--- src/logic/psam_pkg.sv ---
/*
 * Shared constants and types of the program space access mapper.
 * Assumes a 16-bit data path and a 24-bit program memory word.
 */
package psam_pkg;
   // ==========================================================
   // Widths
   localparam int DATA_W = 16;
   localparam int PADDR_W = 24;
   localparam int PWORD_W = 24;
   localparam int PAGE_W = 8;
   localparam int REMAP_LOW_W = 15;
   // ==========================================================
   // Register byte offsets
   localparam logic [3:0] OFS_TABLE_PAGE = 4'h0;
   localparam logic [3:0] OFS_REMAP_PAGE = 4'h4;
   localparam logic [3:0] OFS_CORE_CTRL = 4'h8;
   localparam logic [3:0] OFS_STATUS = 4'hc;
   // ==========================================================
   // Field positions
   localparam int TABLE_SPACE_BIT = 7;
   localparam int VIS_ENABLE_BIT = 2;
   localparam int EA_TOP_BIT = 15;
   // ==========================================================
   // Reset values
   localparam logic [7:0] TABLE_PAGE_RST = 8'h00;
   localparam logic [7:0] REMAP_PAGE_RST = 8'h00;
   localparam logic [15:0] CORE_CTRL_RST = 16'h0000;
   // ==========================================================
   // Operations
   typedef enum logic [2:0] {
      PSAM_OP_DATA,
      PSAM_OP_READ_LOW,
      PSAM_OP_READ_HIGH,
      PSAM_OP_WRITE_LOW,
      PSAM_OP_WRITE_HIGH
   } psam_op_t;
endpackage : psam_pkg

--- src/logic/psam_mem_if.sv ---
/*
 * Program memory port bundle between the mapper core and its port stage.
 * Assumes one clock shared by both ends.
 */
`timescale 1ns/1ns
interface psam_mem_if;
   logic req;
   logic wr;
   logic high_lane;
   logic [23:0] addr;
   logic [15:0] wdata;
   logic [23:0] rdata;
   logic rvalid;
   modport core (output req, output wr, output high_lane, output addr, output wdata,
      input rdata, input rvalid);
   modport port (input req, input wr, input high_lane, input addr, input wdata,
      output rdata, output rvalid);
endinterface : psam_mem_if

--- src/logic/psam_mem_port.sv ---
/*
 * Registered program memory port stage: drives the memory array pins from flops
 * and returns read data one cycle after the array answers.
 * Assumes the array returns read data one cycle after a read request.
 */
`timescale 1ns/1ns
module psam_mem_port (
   // Clock and reset
   input wire logic sys_clk,
   input wire logic arst_n,
   // Core side
   psam_mem_if.port core,
   // Array side
   output logic pm_req,
   output logic pm_wr,
   output logic pm_high_lane,
   output logic [23:0] pm_addr,
   output logic [15:0] pm_wdata,
   input wire logic [23:0] pm_rdata
);
   logic rd_pend;
   logic rd_pend2;

   // ==========================================================
   // Request flops
   always_ff @(posedge sys_clk or negedge arst_n) begin
      if (!arst_n) begin
         pm_req <= 1'b0;
         pm_wr <= 1'b0;
         pm_high_lane <= 1'b0;
         pm_addr <= 24'h000000;
         pm_wdata <= 16'h0000;
         rd_pend <= 1'b0;
         rd_pend2 <= 1'b0;
      end else begin
         pm_req <= core.req;
         pm_wr <= core.wr;
         pm_high_lane <= core.high_lane;
         pm_addr <= core.addr;
         pm_wdata <= core.wdata;
         rd_pend <= core.req & ~core.wr;
         rd_pend2 <= rd_pend;
      end
   end

   // ==========================================================
   // Return data
   always_ff @(posedge sys_clk or negedge arst_n) begin
      if (!arst_n) begin
         core.rdata <= 24'h000000;
         core.rvalid <= 1'b0;
      end else begin
         core.rvalid <= rd_pend2;
         if (rd_pend2) begin
            core.rdata <= pm_rdata;
         end
      end
   end
endmodule : psam_mem_port

--- src/logic/psam_reg_slave.sv ---
/*
 * Avalon-MM register slave of the mapper: page registers, core control and status.
 * Assumes a master that holds each request until waitrequest is low.
 */
`timescale 1ns/1ns
module psam_reg_slave (
   // Clock and reset
   input wire logic sys_clk,
   input wire logic arst_n,
   // Avalon-MM slave
   input wire logic [3:0] avs_address,
   input wire logic avs_read,
   input wire logic avs_write,
   input wire logic [31:0] avs_writedata,
   input wire logic [3:0] avs_byteenable,
   output logic [31:0] avs_readdata,
   output logic avs_waitrequest,
   // Register values
   output logic [7:0] table_access_page,
   output logic [7:0] remap_window_page,
   output logic [15:0] core_control_reg,
   input wire logic [7:0] status_bits
);
   logic done;
   wire logic access = (avs_read | avs_write) & ~done;
   wire logic hit_tp = avs_address == psam_pkg::OFS_TABLE_PAGE;
   wire logic hit_rp = avs_address == psam_pkg::OFS_REMAP_PAGE;
   wire logic hit_cc = avs_address == psam_pkg::OFS_CORE_CTRL;
   wire logic hit_st = avs_address == psam_pkg::OFS_STATUS;
   // A write lands at the edge where the master sees waitrequest low
   wire logic do_wr = avs_write & done;
   wire logic [31:0] rd_mux = hit_tp ? {24'h000000, table_access_page} :
      hit_rp ? {24'h000000, remap_window_page} :
      hit_cc ? {16'h0000, core_control_reg} :
      hit_st ? {24'h000000, status_bits} : 32'h00000000;

   // ==========================================================
   // One wait cycle, then answer
   always_ff @(posedge sys_clk or negedge arst_n) begin
      if (!arst_n) begin
         done <= 1'b0;
         avs_waitrequest <= 1'b1;
         avs_readdata <= 32'h00000000;
      end else begin
         done <= access;
         avs_waitrequest <= ~access;
         if (avs_read & access) begin
            avs_readdata <= rd_mux;
         end
      end
   end

   // ==========================================================
   // Registers
   always_ff @(posedge sys_clk or negedge arst_n) begin
      if (!arst_n) begin
         table_access_page <= psam_pkg::TABLE_PAGE_RST;
         remap_window_page <= psam_pkg::REMAP_PAGE_RST;
         core_control_reg <= psam_pkg::CORE_CTRL_RST;
      end else if (do_wr) begin
         if (hit_tp & avs_byteenable[0]) table_access_page <= avs_writedata[7:0];
         if (hit_rp & avs_byteenable[0]) remap_window_page <= avs_writedata[7:0];
         if (hit_cc & avs_byteenable[0]) core_control_reg[7:0] <= avs_writedata[7:0];
         if (hit_cc & avs_byteenable[1]) core_control_reg[15:8] <= avs_writedata[15:8];
      end
   end
endmodule : psam_reg_slave

--- src/logic/psam_mapper.sv ---
/*
 * Program space access mapper: turns 16-bit data-side operands into program memory
 * addresses for table operations and the read-only remap window, and shapes the
 * returned program word into a 16-bit data word.
 * Assumes the CPU holds an operation until op_done and issues one at a time.
 */
// The placing of the registers and the Avalon-MM slave port were chosen for this implementation.
// Functional notes
// - table address is table page above the full 16-bit effective address
// - table page bit 7 picks user (0) or configuration (1) space
// - remap address is remap page above low 15 address bits when top bit set
// - remap accesses force program address bit 23 to zero
// - remap ignores address bit 15; remap page bit 0 supplies it
// - remap path is read-only and returns only the low 16-bit word
// - bit 0 of every program word address is held at zero
// - table operations accept odd addresses for byte access
// - table reads may target configuration space
// - word-mode low read returns program bits 15..0
// - byte-mode low read returns selected byte of low word in bits 7..0
// - word-mode high read returns bits 23..16, data bits 15..8 zero
// - byte-mode high read returns zero for the phantom upper byte
// - high table operations are the only path to upper program byte
// - addresses step by two per program word; low and high lanes side by side
// - remap is active only while core control visibility bit 2 is set
`timescale 1ns/1ns
module psam_mapper (
   // Clock and reset
   input wire logic sys_clk,
   input wire logic arst_n,
   // Avalon-MM slave
   input wire logic [3:0] avs_address,
   input wire logic avs_read,
   input wire logic avs_write,
   input wire logic [31:0] avs_writedata,
   input wire logic [3:0] avs_byteenable,
   output logic [31:0] avs_readdata,
   output logic avs_waitrequest,
   // CPU data path
   input wire logic op_valid,
   input wire psam_pkg::psam_op_t op_kind,
   input wire logic op_byte,
   input wire logic [15:0] op_ea,
   input wire logic [15:0] op_wdata,
   output logic op_done,
   output logic op_remapped,
   output logic [15:0] op_rdata,
   output logic op_config_space,
   // Program memory array
   output logic pm_req,
   output logic pm_wr,
   output logic pm_high_lane,
   output logic [23:0] pm_addr,
   output logic [15:0] pm_wdata,
   input wire logic [23:0] pm_rdata
);
   typedef enum logic [1:0] {
      PSAM_IDLE,
      PSAM_WAIT,
      PSAM_FINISH
   } psam_state_t;

   psam_state_t state;
   psam_state_t next_state;
   psam_mem_if mem ();
   logic [7:0] table_access_page;
   logic [7:0] remap_window_page;
   logic [15:0] core_control_reg;
   logic [7:0] status_bits;
   logic [15:0] ea_q;
   logic byte_q;
   psam_pkg::psam_op_t kind_q;
   logic wr_pend;
   logic req_q;
   logic wr_q;
   logic high_q;
   logic [23:0] addr_q;
   logic [15:0] wdata_q;
   logic [7:0] op_count;

   // ==========================================================
   // Registers
   psam_reg_slave u_regs (
      .sys_clk(sys_clk),
      .arst_n(arst_n),
      .avs_address(avs_address),
      .avs_read(avs_read),
      .avs_write(avs_write),
      .avs_writedata(avs_writedata),
      .avs_byteenable(avs_byteenable),
      .avs_readdata(avs_readdata),
      .avs_waitrequest(avs_waitrequest),
      .table_access_page(table_access_page),
      .remap_window_page(remap_window_page),
      .core_control_reg(core_control_reg),
      .status_bits(status_bits)
   );

   // ==========================================================
   // Address construction
   function automatic logic [23:0] table_addr(input logic [7:0] page, input logic [15:0] ea);
      table_addr = {page, ea[15:1], 1'b0};
   endfunction : table_addr

   function automatic logic [23:0] remap_addr(input logic [7:0] page, input logic [15:0] ea);
      remap_addr = {1'b0, page, ea[14:1], 1'b0};
   endfunction : remap_addr

   wire logic vis_en = core_control_reg[psam_pkg::VIS_ENABLE_BIT];
   wire logic is_table = op_kind != psam_pkg::PSAM_OP_DATA;
   wire logic is_remap = ~is_table & vis_en & op_ea[psam_pkg::EA_TOP_BIT];
   wire logic is_write = op_kind == psam_pkg::PSAM_OP_WRITE_LOW || op_kind == psam_pkg::PSAM_OP_WRITE_HIGH;
   wire logic is_high = op_kind == psam_pkg::PSAM_OP_READ_HIGH || op_kind == psam_pkg::PSAM_OP_WRITE_HIGH;
   // A request still held while op_done stands is the finished one, not a new one
   wire logic take = (state == PSAM_IDLE) & op_valid & ~op_done;
   wire logic start = take & (is_table | is_remap);
   wire logic pass = take & ~is_table & ~is_remap;
   wire logic [23:0] next_addr = is_table ? table_addr(table_access_page, op_ea) :
      remap_addr(remap_window_page, op_ea);
   // Byte writes place the byte on the lane half chosen by address bit 0
   wire logic [15:0] next_wdata = ~op_byte ? op_wdata :
      op_ea[0] ? {op_wdata[7:0], 8'h00} : {8'h00, op_wdata[7:0]};

   // ==========================================================
   // Read data shaping
   wire logic [23:0] rw = mem.rdata;
   wire logic [7:0] low_byte = ea_q[0] ? rw[15:8] : rw[7:0];
   wire logic [7:0] high_byte = (byte_q & ea_q[0]) ? 8'h00 : rw[23:16];
   wire logic [15:0] shaped =
      (kind_q == psam_pkg::PSAM_OP_READ_HIGH) ? {8'h00, high_byte} :
      (kind_q == psam_pkg::PSAM_OP_READ_LOW && byte_q) ? {8'h00, low_byte} :
      rw[15:0];

   // ==========================================================
   // Sequencer
   always_comb begin
      next_state = state;
      unique case (state)
         PSAM_IDLE: begin
            if (start) next_state = is_write ? PSAM_FINISH : PSAM_WAIT;
            else if (pass) next_state = PSAM_FINISH;
         end
         PSAM_WAIT: begin
            if (mem.rvalid) next_state = PSAM_FINISH;
         end
         PSAM_FINISH: begin
            next_state = PSAM_IDLE;
         end
      endcase
   end

   always_ff @(posedge sys_clk or negedge arst_n) begin
      if (!arst_n) state <= PSAM_IDLE;
      else state <= next_state;
   end

   // ==========================================================
   // Memory request, one cycle per table or remap operation
   always_ff @(posedge sys_clk or negedge arst_n) begin
      if (!arst_n) begin
         req_q <= 1'b0;
         wr_q <= 1'b0;
         high_q <= 1'b0;
         addr_q <= 24'h000000;
         wdata_q <= 16'h0000;
      end else begin
         req_q <= start;
         wr_q <= start & is_write;
         if (start) begin
            high_q <= is_high;
            addr_q <= next_addr;
            wdata_q <= next_wdata;
         end
      end
   end

   assign mem.req = req_q;
   assign mem.wr = wr_q;
   assign mem.high_lane = high_q;
   assign mem.addr = addr_q;
   assign mem.wdata = wdata_q;

   psam_mem_port u_port (
      .sys_clk(sys_clk),
      .arst_n(arst_n),
      .core(mem.port),
      .pm_req(pm_req),
      .pm_wr(pm_wr),
      .pm_high_lane(pm_high_lane),
      .pm_addr(pm_addr),
      .pm_wdata(pm_wdata),
      .pm_rdata(pm_rdata)
   );

   // ==========================================================
   // Operation capture
   always_ff @(posedge sys_clk or negedge arst_n) begin
      if (!arst_n) begin
         ea_q <= 16'h0000;
         byte_q <= 1'b0;
         kind_q <= psam_pkg::PSAM_OP_DATA;
         wr_pend <= 1'b0;
      end else if (take) begin
         ea_q <= op_ea;
         byte_q <= op_byte;
         kind_q <= is_remap ? psam_pkg::PSAM_OP_DATA : op_kind;
         wr_pend <= is_write;
      end
   end

   // ==========================================================
   // Answer to the CPU
   always_ff @(posedge sys_clk or negedge arst_n) begin
      if (!arst_n) begin
         op_done <= 1'b0;
         op_remapped <= 1'b0;
         op_rdata <= 16'h0000;
         op_config_space <= 1'b0;
      end else begin
         op_done <= (state == PSAM_FINISH) & ~op_done;
         if (start) begin
            op_remapped <= is_remap;
            op_config_space <= is_table & table_access_page[psam_pkg::TABLE_SPACE_BIT];
         end else if (pass) begin
            op_remapped <= 1'b0;
            op_config_space <= 1'b0;
         end
         if (state == PSAM_WAIT && mem.rvalid) begin
            op_rdata <= shaped;
         end else if (pass || (start && is_write)) begin
            op_rdata <= 16'h0000;
         end
      end
   end

   // ==========================================================
   // Status: visibility, last space, operation count
   always_ff @(posedge sys_clk or negedge arst_n) begin
      if (!arst_n) op_count <= 8'h00;
      else if (start) op_count <= op_count + 8'h01;
   end

   assign status_bits = {op_count[4:0], wr_pend, op_config_space, vis_en};
endmodule : psam_mapper

--- config.mk ---
export PLATFORM = sky130hd
export DESIGN_NAME = psam_mapper
export DESIGN_NICKNAME = d
export VERILOG_FILES = /design/src/logic/psam_pkg.sv /design/src/logic/psam_mem_if.sv /design/src/logic/psam_mem_port.sv /design/src/logic/psam_reg_slave.sv /design/src/logic/psam_mapper.sv
export SDC_FILE = /design/constraint.sdc
export NUM_CORES = 1
export LEC_CHECK = 0
export BUFFER_PORTS_ARGS = -buffer_cell sky130_fd_sc_hd__clkbuf_2
export CELL_PAD_IN_SITES_DETAIL_PLACEMENT = 1
export CELL_PAD_IN_SITES_GLOBAL_PLACEMENT = 1
export CORE_UTILIZATION = 45
export CTS_BUF_LIST = sky130_fd_sc_hd__clkbuf_4 sky130_fd_sc_hd__clkbuf_8
export CTS_CLUSTER_SIZE = 10
export DETAILED_ROUTE_END_ITERATION = 16
export PLACE_DENSITY = 0.81
export SYNTH_ARGS = -nofsm -noshare
export SYNTH_HDL_FRONTEND = slang
export SYNTH_SLANG_ARGS = --single-unit
--- constraint.sdc ---
create_clock -name sys_clk -period 4.4 [get_ports sys_clk]
set_clock_uncertainty 0.05 [all_clocks]
set_input_delay 0.44 -clock sys_clk [delete_from_list [all_inputs] [get_ports sys_clk]]
set_output_delay 0.44 -clock sys_clk [all_outputs]
set_load 0.02 [all_outputs]
==> metrics, run 1 <==
number of distinct library cells after synthesis 48; top cells by instance count after synthesis sky130_fd_sc_hd__dfrtp_1 (192), sky130_fd_sc_hd__nand2_1 (91), sky130_fd_sc_hd__mux2_2 (38), sky130_fd_sc_hd__nor2_1 (28), sky130_fd_sc_hd__a22o_1 (27); number of enable flip-flop cells after synthesis 0; share of layout cells above drive strength 1 between 30 and 40%; effective utilization at floorplan a little under half; data required time of the worst path 4.75 ns; detailed placement HPWL between 10000 and 15000 um; floorplan die width about 130 um; antenna diode count 0; transition time of the tightest slew-check pin ~1.1 ns; dominant combinational cell family by area after synthesis multiplexers; number of setup violations in the final report 0; Power per Cell Area ~640 nW/um^2; count of unresolved DRC violations after routing 0; Switching Share approximately a third; worst path cell trace inv_1 -> ha_1 -> nand3b_1 -> nand2b_2 -> inv_2 -> and4b_1 -> mux2_2; final clock period utilization by the worst path a little under three fifths; mux share of post-synthesis cell area between 10% and 20%; met2 track demand over resource between 30 and 40%; post-CTS sizing 0; share of power burned in combinational logic 29.0%; average cell area after synthesis ~13 um^2; number of fill cells in the layout 1732; wire length of the first global-routing pass approximately 29000 um; via count 4948; top post-synthesis cells by area sky130_fd_sc_hd__dfrtp_1 (64%), sky130_fd_sc_hd__mux2_2 (5.7%), sky130_fd_sc_hd__nand2_1 (4.5%); number of core rows between 40 and 50; quantity of I/O buffers inserted on ports about 160; cell with the most instances after synthesis sky130_fd_sc_hd__dfrtp_1; async set-reset flop share out of synthesis 100.0%; slowest cell on the critical path sky130_fd_sc_hd__inv_2; worst hold-check path type in -> async; final number of hold-violating endpoints 0; flip-flop and latch count after synthesis between 150 and 200; DRT Pass-1 Iters 4; aggregate negative setup slack 0 ns; crit path time final 2.530 ns; TritonCTS clock tree built; area of the mapped netlist between 7000 and 8000 um^2; grt ovf 0; most congested layer reported by global routing met2; status completed; clock power share between 20% and 30%; detail-routed via count per cell approximately 5.2; xor-xnor portion of the synthesized cell area 0.5800%; CTS sink cnt roughly 190; clock latency of the later-clocked register in the worst-skew pair roughly 0.45 ns; clock root buffer master sky130_fd_sc_hd__clkbuf_8; Data arrival, critical path ~2.9 ns; leakage power 0.004461 uW; CP max stage delay 0.47 ns; post-detailed-routing wire length about 18000 um; pre-CTS WS around 1.9 ns; DIE AREA 17300 um^2; compound-cell area share of the yosys netlist between 7 and 8%; clock slew at reported path FFs approximately 0.09 ns; worst path setup slack after routing roughly 1.9 ns; Max-cap violations 0; reg-to-reg setup timing slack about 1.9 ns; Synth Area in Simple Gates 10.56%; gate count after technology mapping 575; chip height ~130 um; number of global-route vias before repair about 5400; total CTS buffers 17; area growth from synthesis to layout 17.70%; antenna violations before repair 0; Regs by FF count u_port.core.rdata x24, addr_q x23, u_port.pm_addr x23; crit path kind reg -> reg; H-tree depth reported by CTS 4; dominant register cell in the synthesized netlist sky130_fd_sc_hd__dfrtp_1; Critical R2R Launch state[0]$_DFFE_PN0P_; number of buffers inserted by post-CTS setup repair 0; Floorplan Core Area 16120 um^2; number of flip-flops under the largest register name 24; net switching power figure ~2000 uW; met1 usage around a quarter; area leader, netlist sky130_fd_sc_hd__dfrtp_1; VDD IR-drop max 0.2628 mV; Worst Setup Start Kind flip-flop; average wire length per cell after detail routing ~18 um; warnings from Yosys 0; net total in the final layout 838; cell count of the worst reg-to-reg path 7; Initial DRC Count between 150 and 200; Worst slew margin 25.42%; part of the Yosys area used for sequential elements about 64%; maximum operating frequency between 0.3 and 0.4 GHz; register with the most flip-flops u_port.core.rdata; crit path capture type flip-flop; unrepaired setup endpoints after global routing no; total global routing track utilization approximately 21%; gp weighted congestion slightly above 0.8; count of pins over their slew limit 0; Post-CTS Hold Buffers 0; design internal power 3709 uW; Yosys top cell area share ~64%; largest net degree at the start of global routing between 100 and 150; Longest Clk Path Bufs 2; fraction of power consumed by sequential logic between 40 and 50%; I/O pin count 200; met3 routing resource usage after global routing 5.440%; critical register-to-register path endpoint state[0]$_DFFE_PN0P_; adder-cell share of the synthesized area 0.6628%; maximum fanout along the worst path 36; Final ANT Viol Nets 0
final cells by class:
| class | instances | area, um^2 | area share, % |
|---|---|---|---|
| well taps | 216 | 270.3 | 3.041 |
| flip-flops and latches | 193 | 4831 | 54.36 |
| clock inverters | 9 | 130.1 | 1.464 |
| clock buffers | 22 | 284.0 | 3.196 |
| inverters | 6 | 22.52 | 0.2534 |
| multi-input cells | 345 | 2492 | 28.04 |
| repair buffers | 166 | 857.1 | 9.644 |
worst max-delay path, delay by kind of cell (launching register included):
kind	cells	cell delay (ns)
simple gates	3	1.10
fa+ha+maj	1	0.18
buf+inv	2	0.57
mux	1	0.16
flops	1	0.41
placed cells by master, fill, tap and decap left out, drive strengths merged, types with 9 or more instances in the layout:
master and count:
dfrtp 192, nor4 9, a21oi 10, nand3 10
a22o 27, mux2 62, clkbuf 186, nand2 91
conb 17, nor2 28, o21ai 17
power by group through the flow:
stage,clock network (uW),registers (uW),logic (uW)
after floorplan,0,3040,861
after global placement,0,2830,1600
after detailed placement,0,2880,1670
after CTS,1240,2860,1680
after global routing,1300,2920,1810
final,1210,2850,1660
worst max-delay path by stage:
| stage | cells past startpoint | slack [ns] | to | from |
|---|---|---|---|---|
| after global placement | 7 | 1.97 | state[0]$_DFFE_PN0P_ | state[0]$_DFFE_PN0P_ |
| after floorplan | 5 | 2.51 | u_regs.core_control_reg[0]$_DFFE_PN0P_ | avs_address[1] |
| after global routing | 6 | 1.62 | op_rdata[4]$_DFFE_PN0P_ | state[0]$_DFFE_PN0P_ |
| final | 7 | 1.87 | state[0]$_DFFE_PN0P_ | state[0]$_DFFE_PN0P_ |
| after CTS | 7 | 1.81 | state[0]$_DFFE_PN0P_ | state[0]$_DFFE_PN0P_ |
| after detailed placement | 7 | 1.87 | state[0]$_DFFE_PN0P_ | state[0]$_DFFE_PN0P_ |
metal layers:
layer  vias to the layer above  routed length [um]
met1                      2524                7441
li1                       2268                   -
met2                       131                9050
met5                         -                   0
met4                         0                 340
met3                        25                 858
per-stage QoR:
stage | instances | cell area (um^2) | hold WS (ns) | util (%) | power (uW)
2_1_floorplan | 591 | 7611 | 0.09441 | - | 3898
3_3_place_gp | 926 | 8473 | 0.2841 | 52.58 | 4429
3_5_place_dp | 926 | 8473 | 0.2919 | 52.58 | 4554
4_1_cts | 957 | 8887 | 0.08096 | 55.15 | 5781
5_1_grt | 957 | 8887 | 0.09864 | 55.15 | 6039
6_report | 957 | 8887 | 0.02643 | 55.15 | 5708
cell families after synthesis:
family / Yosys count
DFF: 193
and+or+nand+nor: 166
xor gates and xnor gates: 5
muxes: 78
AOI/OAI and AO/OA: 75
other: 1
buffers and inverters: 53
adders and majority gates: 4
(Power assumes the default switching activity.)
==> run 2: changes to the inputs <==
--- a/config.mk
+++ b/config.mk
@@ -8,11 +8,11 @@
 export BUFFER_PORTS_ARGS = -buffer_cell sky130_fd_sc_hd__clkbuf_2
 export CELL_PAD_IN_SITES_DETAIL_PLACEMENT = 1
 export CELL_PAD_IN_SITES_GLOBAL_PLACEMENT = 1
-export CORE_UTILIZATION = 45
+export CORE_UTILIZATION = 43
 export CTS_BUF_LIST = sky130_fd_sc_hd__clkbuf_4 sky130_fd_sc_hd__clkbuf_8
 export CTS_CLUSTER_SIZE = 10
 export DETAILED_ROUTE_END_ITERATION = 16
-export PLACE_DENSITY = 0.81
+export PLACE_DENSITY = 0.78
 export SYNTH_ARGS = -nofsm -noshare
 export SYNTH_HDL_FRONTEND = slang
 export SYNTH_SLANG_ARGS = --single-unit
==> constraint.sdc (replaced) <==
create_clock -name sys_clk -period 2.5 [get_ports sys_clk]
set_clock_uncertainty 0.05 [all_clocks]
set_input_delay 0.25 -clock sys_clk [delete_from_list [all_inputs] [get_ports sys_clk]]
set_output_delay 0.25 -clock sys_clk [all_outputs]
set_load 0.02 [all_outputs]
==> run 2 against run 1 <==
Net effect: setup slack worse by 1.6 ns; cell count is 9.0% higher; register-to-register slack worse by 1.6 ns; combinational power is 87% higher; highest routed layer unchanged.
==> metrics, run 2 (synthesis results as in run 1) <==
number of fill cells in the layout 1791 (+3.4%); quantity of I/O buffers inserted on ports 164 (unchanged); TritonCTS clock tree built; transition time of the tightest slew-check pin 1.111 ns (-0.004024 ns); final standard cell utilization of the core 55.97% (+0.82 points); clock slew at reported path FFs 0.10 ns (about the same); clock latency of the later-clocked register in the worst-skew pair 0.46 ns (about the same); worst hold-check path type in -> reg; aggregate negative setup slack 0 ns (unchanged); detail-routed via count per cell 5.055 (-2.2%); number of buffers inserted by post-CTS setup repair 0 (unchanged); instance area after placement 8564 um^2 (+1.1%); effective utilization at floorplan 43.81% (-3.0 points); gp weighted congestion 0.8052 (-2.8%); final number of hold-violating endpoints 0 (unchanged); Data arrival, critical path 2.58 ns (-0.30 ns); I/O pin count 200 (unchanged); DIE AREA 18090 um^2 (+4.6%); area growth from synthesis to layout 27.75%; placed cell count 944 (+1.9%); Max-cap violations 0 (unchanged); number of flip-flops under the largest register name 24 (unchanged); grt ovf 0 (unchanged); commonest non-fill, non-tap cell in the layout sky130_fd_sc_hd__dfrtp_1; Worst slew margin 25.69% (+0.27 points); register with the most flip-flops u_port.core.rdata; average wire length per cell after detail routing 18.60 um (+0.62%); Longest Clk Path Bufs 2 (unchanged); DRT Pass-1 Iters 4 (unchanged); slowest cell on the critical path sky130_fd_sc_hd__nor2_1; VDD IR-drop max 0.6151 mV (+130%); clock root buffer master sky130_fd_sc_hd__clkbuf_8; Regs by FF count u_port.core.rdata x24, addr_q x23, u_port.pm_addr x23; maximum fanout along the worst path 16 (-56%); Power per Cell Area 1055 nW/um^2 (+64%); antenna violations before repair 1 (+1); sequential cell area 4831 um^2 (unchanged); Final ANT Viol Nets 0 (unchanged); Initial DRC Count 270 (+57%); crit path kind reg -> reg; count of pins over their slew limit 0 (unchanged); Worst Setup Start Kind flip-flop; detailed placement HPWL 12640 um (+0.87%); leakage power 0.004785 uW (+7.3%); count of unresolved DRC violations after routing 0 (unchanged); CP max stage delay 0.88 ns (+0.41 ns); reg-to-reg setup timing slack 0.27 ns (-1.60 ns); total CTS buffers 17 (unchanged); wire length of the first global-routing pass 30960 um (+7.3%); data required time of the worst path 2.85 ns (-1.90 ns); unrepaired setup endpoints after global routing no; H-tree depth reported by CTS 4 (unchanged); number of global-route vias before repair 5876 (+8.8%); worst path cell trace inv_1 -> ha_1 -> and2_1 -> nor2_1 -> a22o_1; via count 5272 (+6.5%); crit path capture type flip-flop; share of layout cells above drive strength 1 33.29% (-2.2 points); Final Cell Area 9647 um^2 (+8.5%); number of setup violations in the final report 0 (unchanged); net total in the final layout 914 (+9.1%); maximum operating frequency 0.4480 GHz (+13%); footprint of the multi-input gates 2492 um^2 (unchanged); total global routing track utilization 22.71% (+1.3 points); crit path time final 2.232 ns (-0.2980 ns); post-detailed-routing wire length 19400 um (+9.7%); floorplan die width 134.5 um (+2.3%); CTS sink cnt 193 (unchanged); final clock period utilization by the worst path 89.28% (+32 points); number of core rows 48 (+4.3%); fin cells 1043 (+9.0%); largest net degree at the start of global routing 74 (-37%); most frequent cells in the layout sky130_fd_sc_hd__dfrtp_1 (192), sky130_fd_sc_hd__clkbuf_2 (163), sky130_fd_sc_hd__nand2_1 (91); status completed; chip height 134.5 um (+2.3%); Floorplan Core Area 17240 um^2 (+7.0%)
run 2: cell types whose count changed in the layout (fill, tap and decap cells not counted), sizes merged:
cell and delta:
buf +9, bufinv -1, clkbuf -3, clkinv -1, diode +1, dlygate4sd3 +67, inv +5
run 2: final timing paths:
check                                    startpoint                                 endpoint  depth (start not counted)
setup / recovery               state[1]$_DFFE_PN0P_                 op_rdata[15]$_DFFE_PN0P_                          5
hold reg to reg            u_port.rd_pend$_DFF_PN0_                u_port.rd_pend2$_DFF_PN0_                          0
min in group asynchronous                    arst_n  u_regs.core_control_reg[15]$_DFFE_PN0P_                          2
max in group asynchronous                    arst_n                mem.wdata[15]$_DFFE_PN0N_                          3
hold / removal                     avs_writedata[7]   u_regs.core_control_reg[7]$_DFFE_PN0P_                          2
setup reg to reg               state[1]$_DFFE_PN0P_                 op_rdata[15]$_DFFE_PN0P_                          5
run 2: critical path, delay by kind of cell (launching register included):
kind	cells	cell delay, ns
compound gates	1	0.28
fa+ha+maj	1	0.22
buf+inv	1	0.08
flops	1	0.39
simple gates	2	1.15
run 2: routing by layer:
metal  global-route usage, %  wire length [um]
met1                   27.09              7962
met2                   38.89              9999
met3                   5.818               871
met4                   10.05               567
met5                       0                 0
run 2: final cells by class:
type                       count  area share [%]
sequential                   193           50.08
multi-input combinational    345           25.84
timing repair buffer         242           16.67
tap                          225           2.918
clock buffer                  19           2.711
clock inverter                12           1.530
inverter                       6          0.2335
antenna                        1         0.02594
run 2: metrics by stage:
step / setup slack, ns / hold WS, ns / power (uW)
after floorplan: 0.8041 / -0.09559 / 6861
after global placement: 0.4386 / 0.2552 / 7834
after detailed placement: 0.2241 / 0.2610 / 8050
after CTS: 0.2076 / 0.004865 / 10240
after global routing: 0.06301 / 0.01988 / 10780
final: 0.2680 / 0.03468 / 10170
run 2: repair_timing:
action                    4_1_cts  5_1_grt
resized for setup               0        0
hold endpoints to repair      147        0
hold buffers                   67        0
run 2: report_power, final:
| group | switching (uW) | internal, uW | leakage, uW |
|---|---|---|---|
| combinational | 1810 | 1300 | 0.00210 |
| clock | 1130 | 965 | 0.000207 |
| sequential | 713 | 4260 | 0.00247 |
